$ cat config.mk
export PLATFORM = sky130hd
export DESIGN_NAME = ppw_writer
export DESIGN_NICKNAME = d
export VERILOG_FILES = /design/src/pkg/ppw_pkg.sv /design/src/pkg/ppw_if.sv /design/src/verilog/ppw_timer.sv /design/src/verilog/ppw_writer.sv
export SDC_FILE = /design/constraint.sdc
export NUM_CORES = 1
export LEC_CHECK = 0
export BUFFER_PORTS_ARGS = -buffer_cell sky130_fd_sc_hd__buf_2
export CAP_MARGIN = 20
export CORE_ASPECT_RATIO = 0.7
export CORE_MARGIN = 8
export CORE_UTILIZATION = 54
export CTS_CLUSTER_SIZE = 12
export DETAILED_ROUTE_END_ITERATION = 6
export GPL_ROUTABILITY_DRIVEN = 0
export HOLD_SLACK_MARGIN = 0.08
export MAX_ROUTING_LAYER = met4
export PLACE_DENSITY = 0.76
export SYNTH_ARGS = -nofsm -noshare
export SYNTH_HDL_FRONTEND = slang
export SYNTH_SLANG_ARGS = --single-unit
$ cat constraint.sdc
create_clock -name REF_CLK -period 3.4 [get_ports REF_CLK]
set_clock_uncertainty 0.15 [all_clocks]
set_input_delay 0.34 -clock REF_CLK [delete_from_list [all_inputs] [get_ports REF_CLK]]
set_output_delay 0.34 -clock REF_CLK [all_outputs]
set_load 0.01 [all_outputs]
$ cat src/pkg/ppw_pkg.sv
// Package: constants and types for the PROM writer controller
package ppw_pkg;
  localparam int unsigned CLK_MHZ = 250;
  // Pulse timing in microseconds as printed (0.95 ms .. 1.05 ms, 2.85 ms .. 78.75 ms)
  localparam int unsigned T_PULSE_US = 1000;
  localparam int unsigned T_PULSE_MIN_US = 950;
  localparam int unsigned T_OVER_MAX_US = 78750;
  localparam int unsigned T_SETUP_US = 2;
  localparam int unsigned T_OE_NS = 150;
  localparam int unsigned T_FLOAT_NS = 130;
  localparam int unsigned PULSE_CYC = T_PULSE_US * CLK_MHZ;
  localparam int unsigned SETUP_CYC = T_SETUP_US * CLK_MHZ;
  localparam int unsigned OE_CYC = (T_OE_NS * CLK_MHZ + 999) / 1000;
  localparam int unsigned FLOAT_CYC = (T_FLOAT_NS * CLK_MHZ + 999) / 1000;
  localparam int unsigned OVER_FACTOR = 3;
  localparam int unsigned MAX_PULSES = 25;
  localparam logic [14:0] ADDR_START_16K = 15'h4000;
  localparam logic [14:0] ADDR_START_32K = 15'h0000;
  localparam logic [14:0] ADDR_LAST = 15'h7fff;

  typedef enum {
    ST_IDLE, ST_SETUP, ST_PULSE, ST_VSETUP, ST_VREAD, ST_OVER, ST_NEXT,
    ST_FSETUP, ST_FREAD, ST_DONE, ST_FAIL
  } ppw_state_t;
endpackage

$ cat src/pkg/ppw_if.sv
// Interface: timer request and completion between controller and pulse timer
`timescale 1ns/1ps
`default_nettype none
interface ppw_tmr_if;
  logic start;
  logic [31:0] cycles;
  logic done;
  modport ctrl (output start, output cycles, input done);
  modport tmr (input start, input cycles, output done);
endinterface
`default_nettype wire

$ cat src/verilog/ppw_timer.sv
// Module: down-counting interval timer for strobe widths and setup waits
`timescale 1ns/1ps
`default_nettype none
module ppw_timer
  import ppw_pkg::*;
(
  // Clock and reset
  input wire logic clk,
  input wire logic rst,
  // Timer requests
  ppw_tmr_if.tmr t
);
  typedef struct packed {
    logic [31:0] cnt;
    logic busy;
    logic done;
  } ppw_tmr_st_t;

  ppw_tmr_st_t s_r;
  ppw_tmr_st_t s_nxt;

  always_comb
  begin
    s_nxt = s_r;
    s_nxt.done = 1'b0;
    if (t.start)
    begin
      s_nxt.cnt = (t.cycles == 32'h0) ? 32'h1 : t.cycles;
      s_nxt.busy = 1'b1;
    end
    else if (s_r.busy)
    begin
      s_nxt.cnt = s_r.cnt - 32'h1;
      if (s_r.cnt == 32'h1)
      begin
        s_nxt.busy = 1'b0;
        s_nxt.done = 1'b1;
      end
    end
  end

  always_ff @(posedge clk)
  begin
    if (rst)
      s_r <= '0;
    else
      s_r <= s_nxt;
  end

  assign t.done = s_r.done;
endmodule
`default_nettype wire

$ cat src/verilog/ppw_writer.sv
// Module: external PROM writer running the fast programming loop
//
// Function
// (RULE_01) Hold device reset low for programming
// (RULE_02) Drive address, data, strobes, supply pins
// (RULE_03) No ID readback; size given by input
// (RULE_04) Program only 4000-7FFF or 0000-7FFF
// (RULE_05) Both strobes low reads stored byte
// (RULE_06) Data floats when either strobe high
// (RULE_07) Gate high, supply raised, select low writes
// (RULE_08) Verify: select high, gate low
// (RULE_09) Start at core 6V, program 12.5V
// (RULE_10) 1ms pulses until verify, count N
// (RULE_11) Over-program pulse of 3N ms
// (RULE_12) Increment address until last done
// (RULE_13) Final readback at both supplies 5V
// (RULE_14) Initial strobe 0.95 to 1.05 ms
// (RULE_15) Over strobe 2.85 to 78.75 ms
// (RULE_16) Keep oscillator input clocked
// (RULE_17) Abort after 25 failed pulses
// (RULE_18) Device latches address/data at select fall
// (RULE_19) Tie address high bit 7 high
`timescale 1ns/1ps
`default_nettype none
module ppw_writer
  import ppw_pkg::*;
#(
  parameter int unsigned PULSE_CYCLES = PULSE_CYC,
  parameter int unsigned OSC_DIV = 16
)
(
  // Clock and reset
  input wire logic REF_CLK,
  input wire logic RST,
  // Job control
  input wire logic START,
  input wire logic SIZE_32K,
  // Image source
  output logic [14:0] IMG_ADDR,
  input wire logic [7:0] IMG_DATA,
  // Device pins
  output logic DEV_RESET_N,
  output logic OSC_INPUT,
  output logic [7:0] ADDRESS_LOW_PORT,
  output logic [7:0] ADDRESS_HIGH_PORT,
  input wire logic [7:0] DATA_PORT_IN,
  output logic [7:0] DATA_PORT_OUT,
  output logic DATA_PORT_OE,
  output logic CHIP_SELECT_N,
  output logic OUTPUT_GATE_N,
  output logic CORE_SUPPLY_6V,
  output logic PROGRAM_SUPPLY_HI,
  // Status
  output logic BUSY,
  output logic DONE,
  output logic FAIL,
  output logic [14:0] FAIL_ADDR
);
  if (PULSE_CYCLES < 1 || OSC_DIV < 2 || OSC_DIV > 131072 ||
    64'(PULSE_CYCLES) * OVER_FACTOR * MAX_PULSES > 64'hffffffff)
  begin
    $error("ppw_writer: bad parameter");
  end

  localparam logic [31:0] PULSE_W = 32'(PULSE_CYCLES);
  localparam logic [31:0] SETUP_W = 32'(SETUP_CYC);
  localparam logic [31:0] OE_W = 32'(OE_CYC + 2);
  localparam logic [31:0] FLOAT_W = 32'(FLOAT_CYC + 1);
  localparam logic [4:0] MAXP = 5'(MAX_PULSES);

  typedef struct packed {
    ppw_state_t st;
    logic [14:0] addr;
    logic [4:0] n;
    logic [7:0] wdata;
    logic [7:0] sync1;
    logic [7:0] sync2;
    logic [15:0] osc_cnt;
    logic osc;
    logic rst_n;
    logic cs_n;
    logic oe_n;
    logic d_oe;
    logic vcc6;
    logic vpp;
    logic busy;
    logic done;
    logic fail;
    logic [14:0] fail_addr;
    logic tstart;
    logic [31:0] tcyc;
  } ppw_st_t;

  ppw_st_t s_r;
  ppw_st_t s_nxt;
  ppw_tmr_if tif ();

  ppw_timer u_timer (
    .clk(REF_CLK),
    .rst(RST),
    .t(tif.tmr)
  );

  assign tif.start = s_r.tstart;
  assign tif.cycles = s_r.tcyc;

  always_comb
  begin
    s_nxt = s_r;
    s_nxt.tstart = 1'b0;
    // Data pins cross in from the device: two flops
    s_nxt.sync1 = DATA_PORT_IN;
    s_nxt.sync2 = s_r.sync1;
    // Free-running oscillator input for the device
    if (s_r.osc_cnt == 16'(OSC_DIV / 2 - 1)) // RULE_16
    begin
      s_nxt.osc_cnt = 16'h0;
      s_nxt.osc = ~s_r.osc;
    end
    else
      s_nxt.osc_cnt = s_r.osc_cnt + 16'h1;
    case (s_r.st)
      ST_IDLE:
      begin
        if (START)
        begin
          // Range picked from the job, never probed from the part
          s_nxt.addr = SIZE_32K ? ADDR_START_32K : ADDR_START_16K; // RULE_03 RULE_04
          s_nxt.rst_n = 1'b0; // RULE_01
          s_nxt.vcc6 = 1'b1; // RULE_09
          s_nxt.vpp = 1'b1;
          s_nxt.busy = 1'b1;
          s_nxt.done = 1'b0;
          s_nxt.fail = 1'b0;
          s_nxt.n = 5'h0;
          s_nxt.cs_n = 1'b1;
          s_nxt.oe_n = 1'b1;
          s_nxt.tstart = 1'b1;
          s_nxt.tcyc = SETUP_W;
          s_nxt.st = ST_SETUP;
        end
      end
      ST_SETUP:
      begin
        // Gate high, data driven, setup before the strobe falls
        s_nxt.oe_n = 1'b1; // RULE_07
        s_nxt.d_oe = 1'b1;
        s_nxt.wdata = IMG_DATA;
        if (tif.done)
        begin
          s_nxt.cs_n = 1'b0; // RULE_07 RULE_18
          s_nxt.n = s_r.n + 5'h1; // RULE_10
          s_nxt.tstart = 1'b1;
          s_nxt.tcyc = PULSE_W; // RULE_14
          s_nxt.st = ST_PULSE;
        end
      end
      ST_PULSE:
      begin
        if (tif.done)
        begin
          s_nxt.cs_n = 1'b1;
          s_nxt.tstart = 1'b1;
          s_nxt.tcyc = SETUP_W;
          s_nxt.st = ST_VSETUP;
        end
      end
      ST_VSETUP:
      begin
        // Release data so the device may drive in verify
        s_nxt.d_oe = 1'b0; // RULE_06
        if (tif.done)
        begin
          s_nxt.oe_n = 1'b0; // RULE_08
          s_nxt.tstart = 1'b1;
          s_nxt.tcyc = OE_W;
          s_nxt.st = ST_VREAD;
        end
      end
      ST_VREAD:
      begin
        if (tif.done)
        begin
          s_nxt.oe_n = 1'b1;
          s_nxt.tstart = 1'b1;
          if (s_r.sync2 == s_r.wdata) // RULE_08 RULE_10
          begin
            s_nxt.tcyc = SETUP_W;
            s_nxt.st = ST_OVER;
          end
          else if (s_r.n >= MAXP) // RULE_17
          begin
            s_nxt.fail = 1'b1;
            s_nxt.fail_addr = s_r.addr;
            s_nxt.st = ST_FAIL;
          end
          else
          begin
            s_nxt.tcyc = FLOAT_W + SETUP_W;
            s_nxt.st = ST_SETUP; // RULE_10
          end
        end
      end
      ST_OVER:
      begin
        // Setup wait, then one strobe of 3N pulse widths
        if (s_r.cs_n)
        begin
          s_nxt.d_oe = 1'b1;
          if (tif.done)
          begin
            s_nxt.cs_n = 1'b0;
            s_nxt.tstart = 1'b1;
            s_nxt.tcyc = 32'(PULSE_CYCLES * OVER_FACTOR) * 32'(s_r.n); // RULE_11 RULE_15
          end
        end
        else if (tif.done)
        begin
          s_nxt.cs_n = 1'b1;
          s_nxt.tstart = 1'b1;
          s_nxt.tcyc = SETUP_W;
          s_nxt.st = ST_NEXT;
        end
      end
      ST_NEXT:
      begin
        if (tif.done)
        begin
          s_nxt.n = 5'h0;
          s_nxt.tstart = 1'b1;
          s_nxt.tcyc = SETUP_W;
          if (s_r.addr == ADDR_LAST) // RULE_12
          begin
            s_nxt.addr = SIZE_32K ? ADDR_START_32K : ADDR_START_16K;
            s_nxt.vcc6 = 1'b0; // RULE_13
            s_nxt.vpp = 1'b0;
            s_nxt.d_oe = 1'b0;
            s_nxt.st = ST_FSETUP;
          end
          else
          begin
            s_nxt.addr = s_r.addr + 15'h1; // RULE_12
            s_nxt.st = ST_SETUP;
          end
        end
      end
      ST_FSETUP:
      begin
        if (tif.done)
        begin
          // Read cycle at 5V: both strobes low
          s_nxt.cs_n = 1'b0; // RULE_05 RULE_13
          s_nxt.oe_n = 1'b0;
          s_nxt.tstart = 1'b1;
          s_nxt.tcyc = OE_W;
          s_nxt.st = ST_FREAD;
        end
      end
      ST_FREAD:
      begin
        if (tif.done)
        begin
          s_nxt.cs_n = 1'b1;
          s_nxt.oe_n = 1'b1;
          if (s_r.sync2 != IMG_DATA) // RULE_13
          begin
            s_nxt.fail = 1'b1;
            s_nxt.fail_addr = s_r.addr;
            s_nxt.st = ST_FAIL;
          end
          else if (s_r.addr == ADDR_LAST)
            s_nxt.st = ST_DONE;
          else
          begin
            s_nxt.addr = s_r.addr + 15'h1;
            s_nxt.tstart = 1'b1;
            s_nxt.tcyc = FLOAT_W;
            s_nxt.st = ST_FSETUP;
          end
        end
      end
      ST_DONE, ST_FAIL:
      begin
        s_nxt.vcc6 = 1'b0;
        s_nxt.vpp = 1'b0;
        s_nxt.d_oe = 1'b0;
        s_nxt.cs_n = 1'b1;
        s_nxt.oe_n = 1'b1;
        s_nxt.rst_n = 1'b1;
        s_nxt.busy = 1'b0;
        s_nxt.done = (s_r.st == ST_DONE);
        s_nxt.st = ST_IDLE;
      end
      default:
        s_nxt.st = ST_IDLE;
    endcase
  end

  always_ff @(posedge REF_CLK)
  begin
    if (RST)
    begin
      s_r <= '0;
      s_r.st <= ST_IDLE;
      s_r.rst_n <= 1'b1;
      s_r.cs_n <= 1'b1;
      s_r.oe_n <= 1'b1;
    end
    else
      s_r <= s_nxt;
  end

  // Outputs straight from state flops
  always_comb
  begin
    IMG_ADDR = s_r.addr;
    DEV_RESET_N = s_r.rst_n;
    OSC_INPUT = s_r.osc;
    ADDRESS_LOW_PORT = s_r.addr[7:0]; // RULE_02
    ADDRESS_HIGH_PORT = {1'b1, s_r.addr[14:8]}; // RULE_19
    DATA_PORT_OUT = s_r.wdata;
    DATA_PORT_OE = s_r.d_oe;
    CHIP_SELECT_N = s_r.cs_n;
    OUTPUT_GATE_N = s_r.oe_n;
    CORE_SUPPLY_6V = s_r.vcc6;
    PROGRAM_SUPPLY_HI = s_r.vpp;
    BUSY = s_r.busy;
    DONE = s_r.done;
    FAIL = s_r.fail;
    FAIL_ADDR = s_r.fail_addr;
  end
endmodule
`default_nettype wire

==> run summary, run 1 <==
In this run the worst path has a maximum fanout of 7. Counting stages on the worst path, the most repeated cell is sky130_fd_sc_hd__ha_4. The detailed route wirelength on metal3 is 1830 um.

The number of nets in the layout came out at 1243. The count of antenna-violating nets left after detailed routing came out at 0. The DRC violation total after the first TritonRoute iteration is 785. The cell family contributing the most delay on the critical path is adder cells.

The synthesized cell area is 9030 um2. The setup path with the least slack is of type reg2reg. The total count of hold-check failures in the final report is 0. The number of buffers created by CTS is 17.

Among all flip-flop cells after synthesis, the most frequent one is sky130_fd_sc_hd__dfxtp_1. The worst hold path begins at RST. At the worst endpoint, the arrival time is 3.60 ns. The most critical setup path has its startpoint at s_r[101]. The power density over cell area is 566 nW/um2.

The leakage dissipation came out at 0.00448 uW. By area the synthesized netlist is led by sky130_fd_sc_hd__dfxtp_1 (34%), sky130_fd_sc_hd__ha_1 (6.9%), sky130_fd_sc_hd__nor2_1 (5.8%). Setup repair after global routing could not meet its margin everywhere. The top cell types in the final layout, fill and taps aside, are sky130_fd_sc_hd__dfxtp_1 (151), sky130_fd_sc_hd__nor2_1 (139), sky130_fd_sc_hd__buf_2 (81). The total number of yosys warnings is 0. The number of flip-flops and latches in the synthesized netlist is 155.

The critical path goes through inv_4 -> ha_4 -> fa_1 -> inv_2 -> ha_4 -> ha_4 -> a211o_1 -> nand2_2 -> a21oi_2 -> or4_1 -> o21ai_2 -> mux2i_1 -> o2bb2ai_1. The initial core utilization came out at 55.2%. The delay of the slowest cell on the worst path is 0.52 ns.

The mean routed wirelength per cell is 16.7 um. The shortest clock period the worst path allows after layout came out at 3.44 ns. The kind of capture point of the worst setup path is a flop. The routed length on met2 is 10300 um. The synthesized design contains 0 enable-type register cells. The number of sinks driven by the clock tree is 155. Summed over all instances, the cell type with the most area after synthesis is sky130_fd_sc_hd__dfxtp_1. The routed via count is 7895. The die boundary width is 171 um. The ratio of final minimum period to clock period is 101%. The critical path required time came out at 3.56 ns.

The via count of the first global-routing pass came to 7386. The async set-or-reset flop fraction in the synthesized netlist is 0%. The library cell used most frequently in the layout, excluding fill and tap cells, is sky130_fd_sc_hd__dfxtp_1.

The maximum resistive drop on vdd came out at 346 uV. The final HPWL from detailed placement is 16200 um. The class of the worst hold path is in2reg.

The relative max-transition margin came out at 25.4%. Using the TritonRoute via totals, the vias-per-cell ratio works out to 5.63. Setup violations remaining at the end of the flow were counted as 1. The y dimension of the die is 124 um. The root buffer cell chosen for the clock tree is sky130_fd_sc_hd__clkbuf_16.

The clock latency reported for the late side of the worst-skew pair came out at 0.43 ns. The critical path contains buffers and inverters numbering 2 combined. Summed over its instances, the top area cell type makes up 34.4% of the synthesized netlist area.

The summed negative setup slack over all endpoints came out at -0.0381 ns. The number of antenna cells inserted came out at 0. On the critical path, the stage with the largest delay is an instance of sky130_fd_sc_hd__or4_1.

The number of cells produced by synthesis came out at 1088. The flow ran to the end, but the final reports show violations. The floorplan step defined a die boundary enclosing 21200 um2. The fraction of the yosys area taken by sequential cells is 34.4%.

In the routed design, unresolved DRC markers number 0. The detailed-routing iteration count for the pre-antenna-repair pass came out at 6. The total number of placement rows is 39.

Clock-pin slew was measured on the worst setup and hold paths at 0.07 ns. A synthesized cell averages 8.30 um2. The sequential standard cell area came out at 3120 um2. The initial antenna violation count is 0. The worst setup path is launched from a flop. The number of nets in the synthesized netlist is 1167. The fraction of final layout cells with drive strength greater than 1 came out at 20.5%. The total of fill cells in the finished design came out at 1301.

The multi-input gate area in the final layout is 5470 um2. The wire length of the first global-routing pass came out at 37400 um. The final standard cell area without fillers came out at 10700 um2.

The aggregate global-route resource usage is 22.3%. The count of buffers inserted at the top-level ports is 82. The post-layout utilization of the core came out at 65.2%.

In this run the critical register-to-register path is launched from s_r[101]. The detailed router used layers up to and including met4. The area of the placeable core came out at 16300 um2. TritonCTS built the clock tree. The max-slew violation count was 0. The post-synthesis to final-layout area growth is 18.0%.

The I/O pin total is 84. The maximum buffer depth of the clock tree came out at 2. The H-tree depth came out at 4. The wire length reported by the detailed router came out at 23500 um. The largest net degree at the start of global routing came out at 56. The total of max-cap violations is 0. The global route total overflow is 0.

The total routed wire length on the met1 layer came out at 11100 um. The highest achievable clock rate came out at 291 MHz. The least setup slack across all paths after layout is -0.0381 ns. Synthesis instantiated 68 different standard cells from the library.

At the pin with the least slew margin, the transition time is 1.12 ns. The total placed instance area came out at 9600 um2. The final reports fail on setup timing.
==> stage by stage <==
step | power (uW) | cells | hold slack [ns] | setup slack (ns)
after detailed placement | 4120 | 1346 | 0.273 | -0.169
after global routing | 6330 | 1402 | 0.262 | -0.137
final | 6030 | 1402 | 0.241 | -0.0381
after global placement | 4080 | 1346 | 0.267 | -0.0716
after CTS | 6000 | 1399 | 0.236 | -0.0377
after floorplan | 3660 | 1088 | 0.264 | -0.0197
==> final timing paths <==
check                   end  slack (ns)  cells after the start
min               OSC_INPUT        0.24                      2
max reg2reg  tif.cycles[24]       -0.04                     13
min reg2reg         s_r[79]        0.29                      1
max          tif.cycles[24]       -0.04                     13
==> logic make-up (layout without fill, tap and decap cells) <==
family	after synthesis	count (layout)	synth area share, %
other cells	1	1	0.0415
xor+xnor	89	89	8.63
compound gates	214	214	14.8
mux	26	26	2.90
simple gates	401	401	22.0
buf+inv	143	232	8.37
fa+ha+maj	59	59	8.92
flops	155	155	34.4
==> routing by layer <==
metal,GRT usage (%),up-vias
li1,-,3889
met1,30.6,3689
met2,32.2,295
met3,6.24,22
met4,4.53,0
met5,-,-
==> synth_stat cells (20+ instances only) <==
cell                       count
sky130_fd_sc_hd__nor3_1       27
sky130_fd_sc_hd__xnor2_1      59
sky130_fd_sc_hd__buf_4        55
sky130_fd_sc_hd__nor2_1      139
sky130_fd_sc_hd__nand4_1      20
sky130_fd_sc_hd__nand2_1      80
sky130_fd_sc_hd__inv_1        37
sky130_fd_sc_hd__mux2i_1      25
sky130_fd_sc_hd__dfxtp_1     155
sky130_fd_sc_hd__ha_1         50
sky130_fd_sc_hd__nand3_1      22
sky130_fd_sc_hd__a21oi_1      83
sky130_fd_sc_hd__nor2b_1      24
sky130_fd_sc_hd__xor2_1       30
sky130_fd_sc_hd__clkbuf_1     44
sky130_fd_sc_hd__o21ai_0      41
==> sequential cells by signal, summed over array words and instances, names as in the netlist <==
name and flops:
BUSY 1, CHIP_SELECT_N 1, CORE_SUPPLY_6V 1, DATA_PORT_OE 1, DATA_PORT_OUT 8, DEV_RESET_N 1, DONE 1, FAIL 1
FAIL_ADDR 15, IMG_ADDR 15, OSC_INPUT 1, OUTPUT_GATE_N 1, s_nxt 8, s_r 33, tif.cycles 32, tif.start 1
u_timer.s_r 33, u_timer.t.done 1
==> repair_timing <==
item	CTS	global route
pin swaps	8	16
endpoints found under the setup margin	7	10
hold buffers	17	0
gates resized for setup	19	28
buffers inserted	4	3
hold endpoints to repair	17	0
==> area by class of cell <==
class | count | area share, %
multi-input combinational | 790 | 51.3
sequential | 155 | 29.3
timing repair buffer | 161 | 9.92
clock buffer | 17 | 3.99
tap | 225 | 2.64
clock inverter | 15 | 1.43
inverter | 39 | 1.42
==> power breakdown <==
part	leakage [uW]	internal, uW	switching [uW]
clock network	0.000271	975	895
logic	0.00295	736	1180
registers	0.00126	2010	231
Power figures use the tool's default switching activity.
==> inputs of run 2 (changes only) <==
--- a/config.mk
+++ b/config.mk
@@ -5,13 +5,13 @@
 export SDC_FILE = /design/constraint.sdc
 export NUM_CORES = 1
 export LEC_CHECK = 0
-export BUFFER_PORTS_ARGS = -buffer_cell sky130_fd_sc_hd__buf_2
 export CAP_MARGIN = 20
 export CORE_ASPECT_RATIO = 0.7
 export CORE_MARGIN = 8
-export CORE_UTILIZATION = 54
+export CORE_UTILIZATION = 58
 export CTS_CLUSTER_SIZE = 12
 export DETAILED_ROUTE_END_ITERATION = 6
+export DONT_BUFFER_PORTS = 1
 export GPL_ROUTABILITY_DRIVEN = 0
 export HOLD_SLACK_MARGIN = 0.08
 export MAX_ROUTING_LAYER = met4
==> run 2 against run 1 <==
  * The flow still finishes with violations (setup timing)
  * Worst setup slack improved by 0.0099 ns
  * Cell count fell by 4.7%
  * Final area grew 0.14%
  * Critical path type unchanged
==> run summary, run 2 (same netlist as run 1, synthesis figures left out) <==
Setup repair after global routing could not meet its margin everywhere. The maximum buffer depth of the clock tree came to 2 (unchanged). The multi-input gate area in the final layout was 5450 um2 (-0.25%). The post-synthesis to final-layout area growth is 18.1%.

The total of max-cap violations came out at 0 (unchanged). The highest net fanout along the worst path is 6 (-1). The sequential standard cell area came to 3120 um2 (about the same). The library cell used most frequently in the layout, excluding fill and tap cells, is sky130_fd_sc_hd__dfxtp_1. The y dimension of the die came to 120 um (-3.1%).

The number of setup violations in the final report is 2 (+1). The total count of hold-check failures in the final report was 0 (unchanged). The die boundary width is 165 um (-3.2%). The number of nets in the layout came to 1202 (-3.3%). The worst setup path is launched from a flop. The critical path required time is 3.57 ns (about the same). The fraction of final layout cells with drive strength greater than 1 is 14.3% (-6.2 points). The number of sinks driven by the clock tree came out at 155 (unchanged). The routed via count came to 7890 (-0.063%). The relative max-transition margin came to 55.0% (+30 points). The worst setup path is of the reg2reg kind. The ratio of routed vias to standard cells came out at 5.91 (+4.9%).

The count of buffers inserted at the top-level ports came out at 0 (-100%). The path depth of the worst reg2reg path is 14 (+1). The area of the placeable core came out at 15400 um2 (-6.1%). The arrival time at the worst endpoint came out at 3.59 ns (about the same). The ratio of final minimum period to clock period came to 101% (-0.29 points). The net switching power figure was 2250 uW (-2.5%). The initial antenna violation count is 0 (unchanged). The via count of the first global-routing pass came out at 7288 (-1.3%). The final HPWL from detailed placement is 15400 um (-4.6%).

The area of the die came out at 19900 um2 (-6.1%). The clock latency reported for the late side of the worst-skew pair is 0.43 ns (about the same). In the layout the commonest cells are sky130_fd_sc_hd__dfxtp_1 (150), sky130_fd_sc_hd__nor2_1 (139), sky130_fd_sc_hd__nand2_1 (80).

The count of cells along the worst hold path came out at 3 (+1). The max-slew violation count came out at 0 (unchanged). The global route total overflow came out at 0 (unchanged). The initial core utilization came to 58.8% (+3.6 points). The final standard cell area without fillers came out at 10700 um2 (+0.14%).

The proportion of power drawn by combinational gates came out at 31.3% (-0.5 points). The clock input transition at the sequential cells of the worst setup and hold paths was 0.07 ns (about the same). The H-tree depth is 4 (unchanged).

The number of remaining DRC errors is 0 (unchanged). The wire length of the first global-routing pass is 37700 um (+0.79%). The share of total power in sequential cells is 36.6% (-0.6 points). The total number of placement rows is 38 (-2.6%). The aggregate global-route resource usage is 24.1% (+1.8 points). The shortest clock period the worst path allows after layout is 3.43 ns (-0.00986 ns).

The final hold slack was 0.111 ns (-0.130 ns). The wire length reported by the detailed router came out at 23800 um (+1.3%). The checks that failed: setup timing. The share of total power in the clock network is 32.1% (+1.1 points). The DRC violation total after the first TritonRoute iteration is 813 (+3.6%).

The number of buffers created by CTS is 17 (unchanged). The leakage dissipation is 0.00440 uW (-1.9%). The highest achievable clock rate came out at 292 MHz (+0.29%). The pin slew with the least headroom to its limit is 0.674 ns (-0.444 ns). The mean routed wirelength per cell came out at 17.8 um (+6.3%). The total of fill cells in the finished design is 1133 (-13%). The worst setup path is captured at a flop.

The number of antenna cells inserted is 0 (unchanged). The internal cell power was 3980 uW (+6.9%). In this run the clock root is driven by a sky130_fd_sc_hd__clkbuf_16. The maximum resistive drop on vdd is 333 uV (-3.9%). The power density over cell area is 585 nW/um2 (+3.2%). The flow ran to the end, but the final reports show violations. The largest net degree at the start of global routing came to 69 (+23%). The switching part of the total is 36.1% (-2.2 points).

The detailed-routing iteration count for the pre-antenna-repair pass is 5 (-1). The total placed instance area was 9170 um2 (-4.5%). The min-delay analysis places its worst path in the category in2reg.

The count of antenna-violating nets left after detailed routing is 0 (unchanged). The least setup slack across all paths after layout came out at -0.0282 ns (+0.00986 ns). The summed negative setup slack over all endpoints is -0.0476 ns (-0.00951 ns). The TritonCTS clock tree is done.

The I/O pin total was 84 (unchanged).
## run 2: cell count changes in the layout (fill, tap and decap cells not counted), moves of 3 or more
cell | previous run | this run
sky130_fd_sc_hd__buf_2 | 81 | 0
sky130_fd_sc_hd__dlygate4sd3_1 | 17 | 56
sky130_fd_sc_hd__ha_1 | 34 | 39
sky130_fd_sc_hd__clkbuf_8 | 0 | 3
sky130_fd_sc_hd__ha_4 | 14 | 11
## run 2: cell type report
| type | count | share of cell area (%) |
|---|---|---|
| multi-input combinational | 790 | 51.1 |
| sequential | 155 | 29.2 |
| timing repair buffer | 120 | 10.1 |
| clock buffer | 20 | 4.38 |
| tap | 200 | 2.35 |
| clock inverter | 12 | 1.44 |
| inverter | 39 | 1.42 |
## run 2: metrics by stage
stage | std cells | total power [uW] | setup slack (ns) | utilization, %
2_1_floorplan | 1088 | 3660 | -0.0197 | -
3_3_place_gp | 1241 | 4000 | -0.0654 | 59.7
3_5_place_dp | 1241 | 4030 | -0.156 | 59.7
4_1_cts | 1331 | 6140 | -0.0316 | 68.3
5_1_grt | 1336 | 6510 | -0.213 | 69.4
6_report | 1336 | 6230 | -0.0282 | 69.4
## run 2: final timing paths
path / start / to / slack, ns
worst max-delay path: s_r[101] / tif.cycles[24] / -0.03
worst min-delay path: START / DONE / 0.11
worst max register to register: s_r[101] / tif.cycles[24] / -0.03
worst min register to register: s_nxt[74] / s_r[74] / 0.29
## run 2: repair_timing
item	CTS	global route
endpoints found under the setup margin	8	13
hold buffers	57	0
gates resized for setup	13	37
setup buffers	1	5
hold endpoints to repair	111	0
pin swaps	6	17
## run 2: routing by layer
metal | GRT usage, % | wire (um) | up-vias
met1 | 33.7 | 11200 | 3742
met2 | 34.2 | 10300 | 312
met5 | - | 0 | -
met3 | 5.87 | 1950 | 31
li1 | - | - | 3805
met4 | 6.12 | 288 | 0
## run 2: power by group through the flow
| stage | Clock, uW | Sequential [uW] | Combinational, uW |
|---|---|---|---|
| final | 2000 | 2280 | 1950 |
| after detailed placement | 0 | 2310 | 1720 |
| after floorplan | 0 | 2200 | 1460 |
| after global placement | 0 | 2300 | 1700 |
| after global routing | 2070 | 2310 | 2130 |
| after CTS | 2010 | 2270 | 1860 |
## run 2: worst max-delay path, cell delays in order, from the launching register on
cell	delay (ns)
sky130_fd_sc_hd__dfxtp_4	0.40
sky130_fd_sc_hd__inv_4	0.05
sky130_fd_sc_hd__ha_4	0.28
sky130_fd_sc_hd__inv_4	0.04
sky130_fd_sc_hd__fa_1	0.49
sky130_fd_sc_hd__inv_1	0.05
sky130_fd_sc_hd__fa_1	0.49
sky130_fd_sc_hd__inv_2	0.05
sky130_fd_sc_hd__ha_4	0.24
sky130_fd_sc_hd__a21oi_4	0.16
sky130_fd_sc_hd__o21ai_2	0.07
sky130_fd_sc_hd__or4_1	0.43
sky130_fd_sc_hd__o21ai_2	0.10
sky130_fd_sc_hd__mux2i_1	0.23
sky130_fd_sc_hd__o2bb2ai_1	0.07
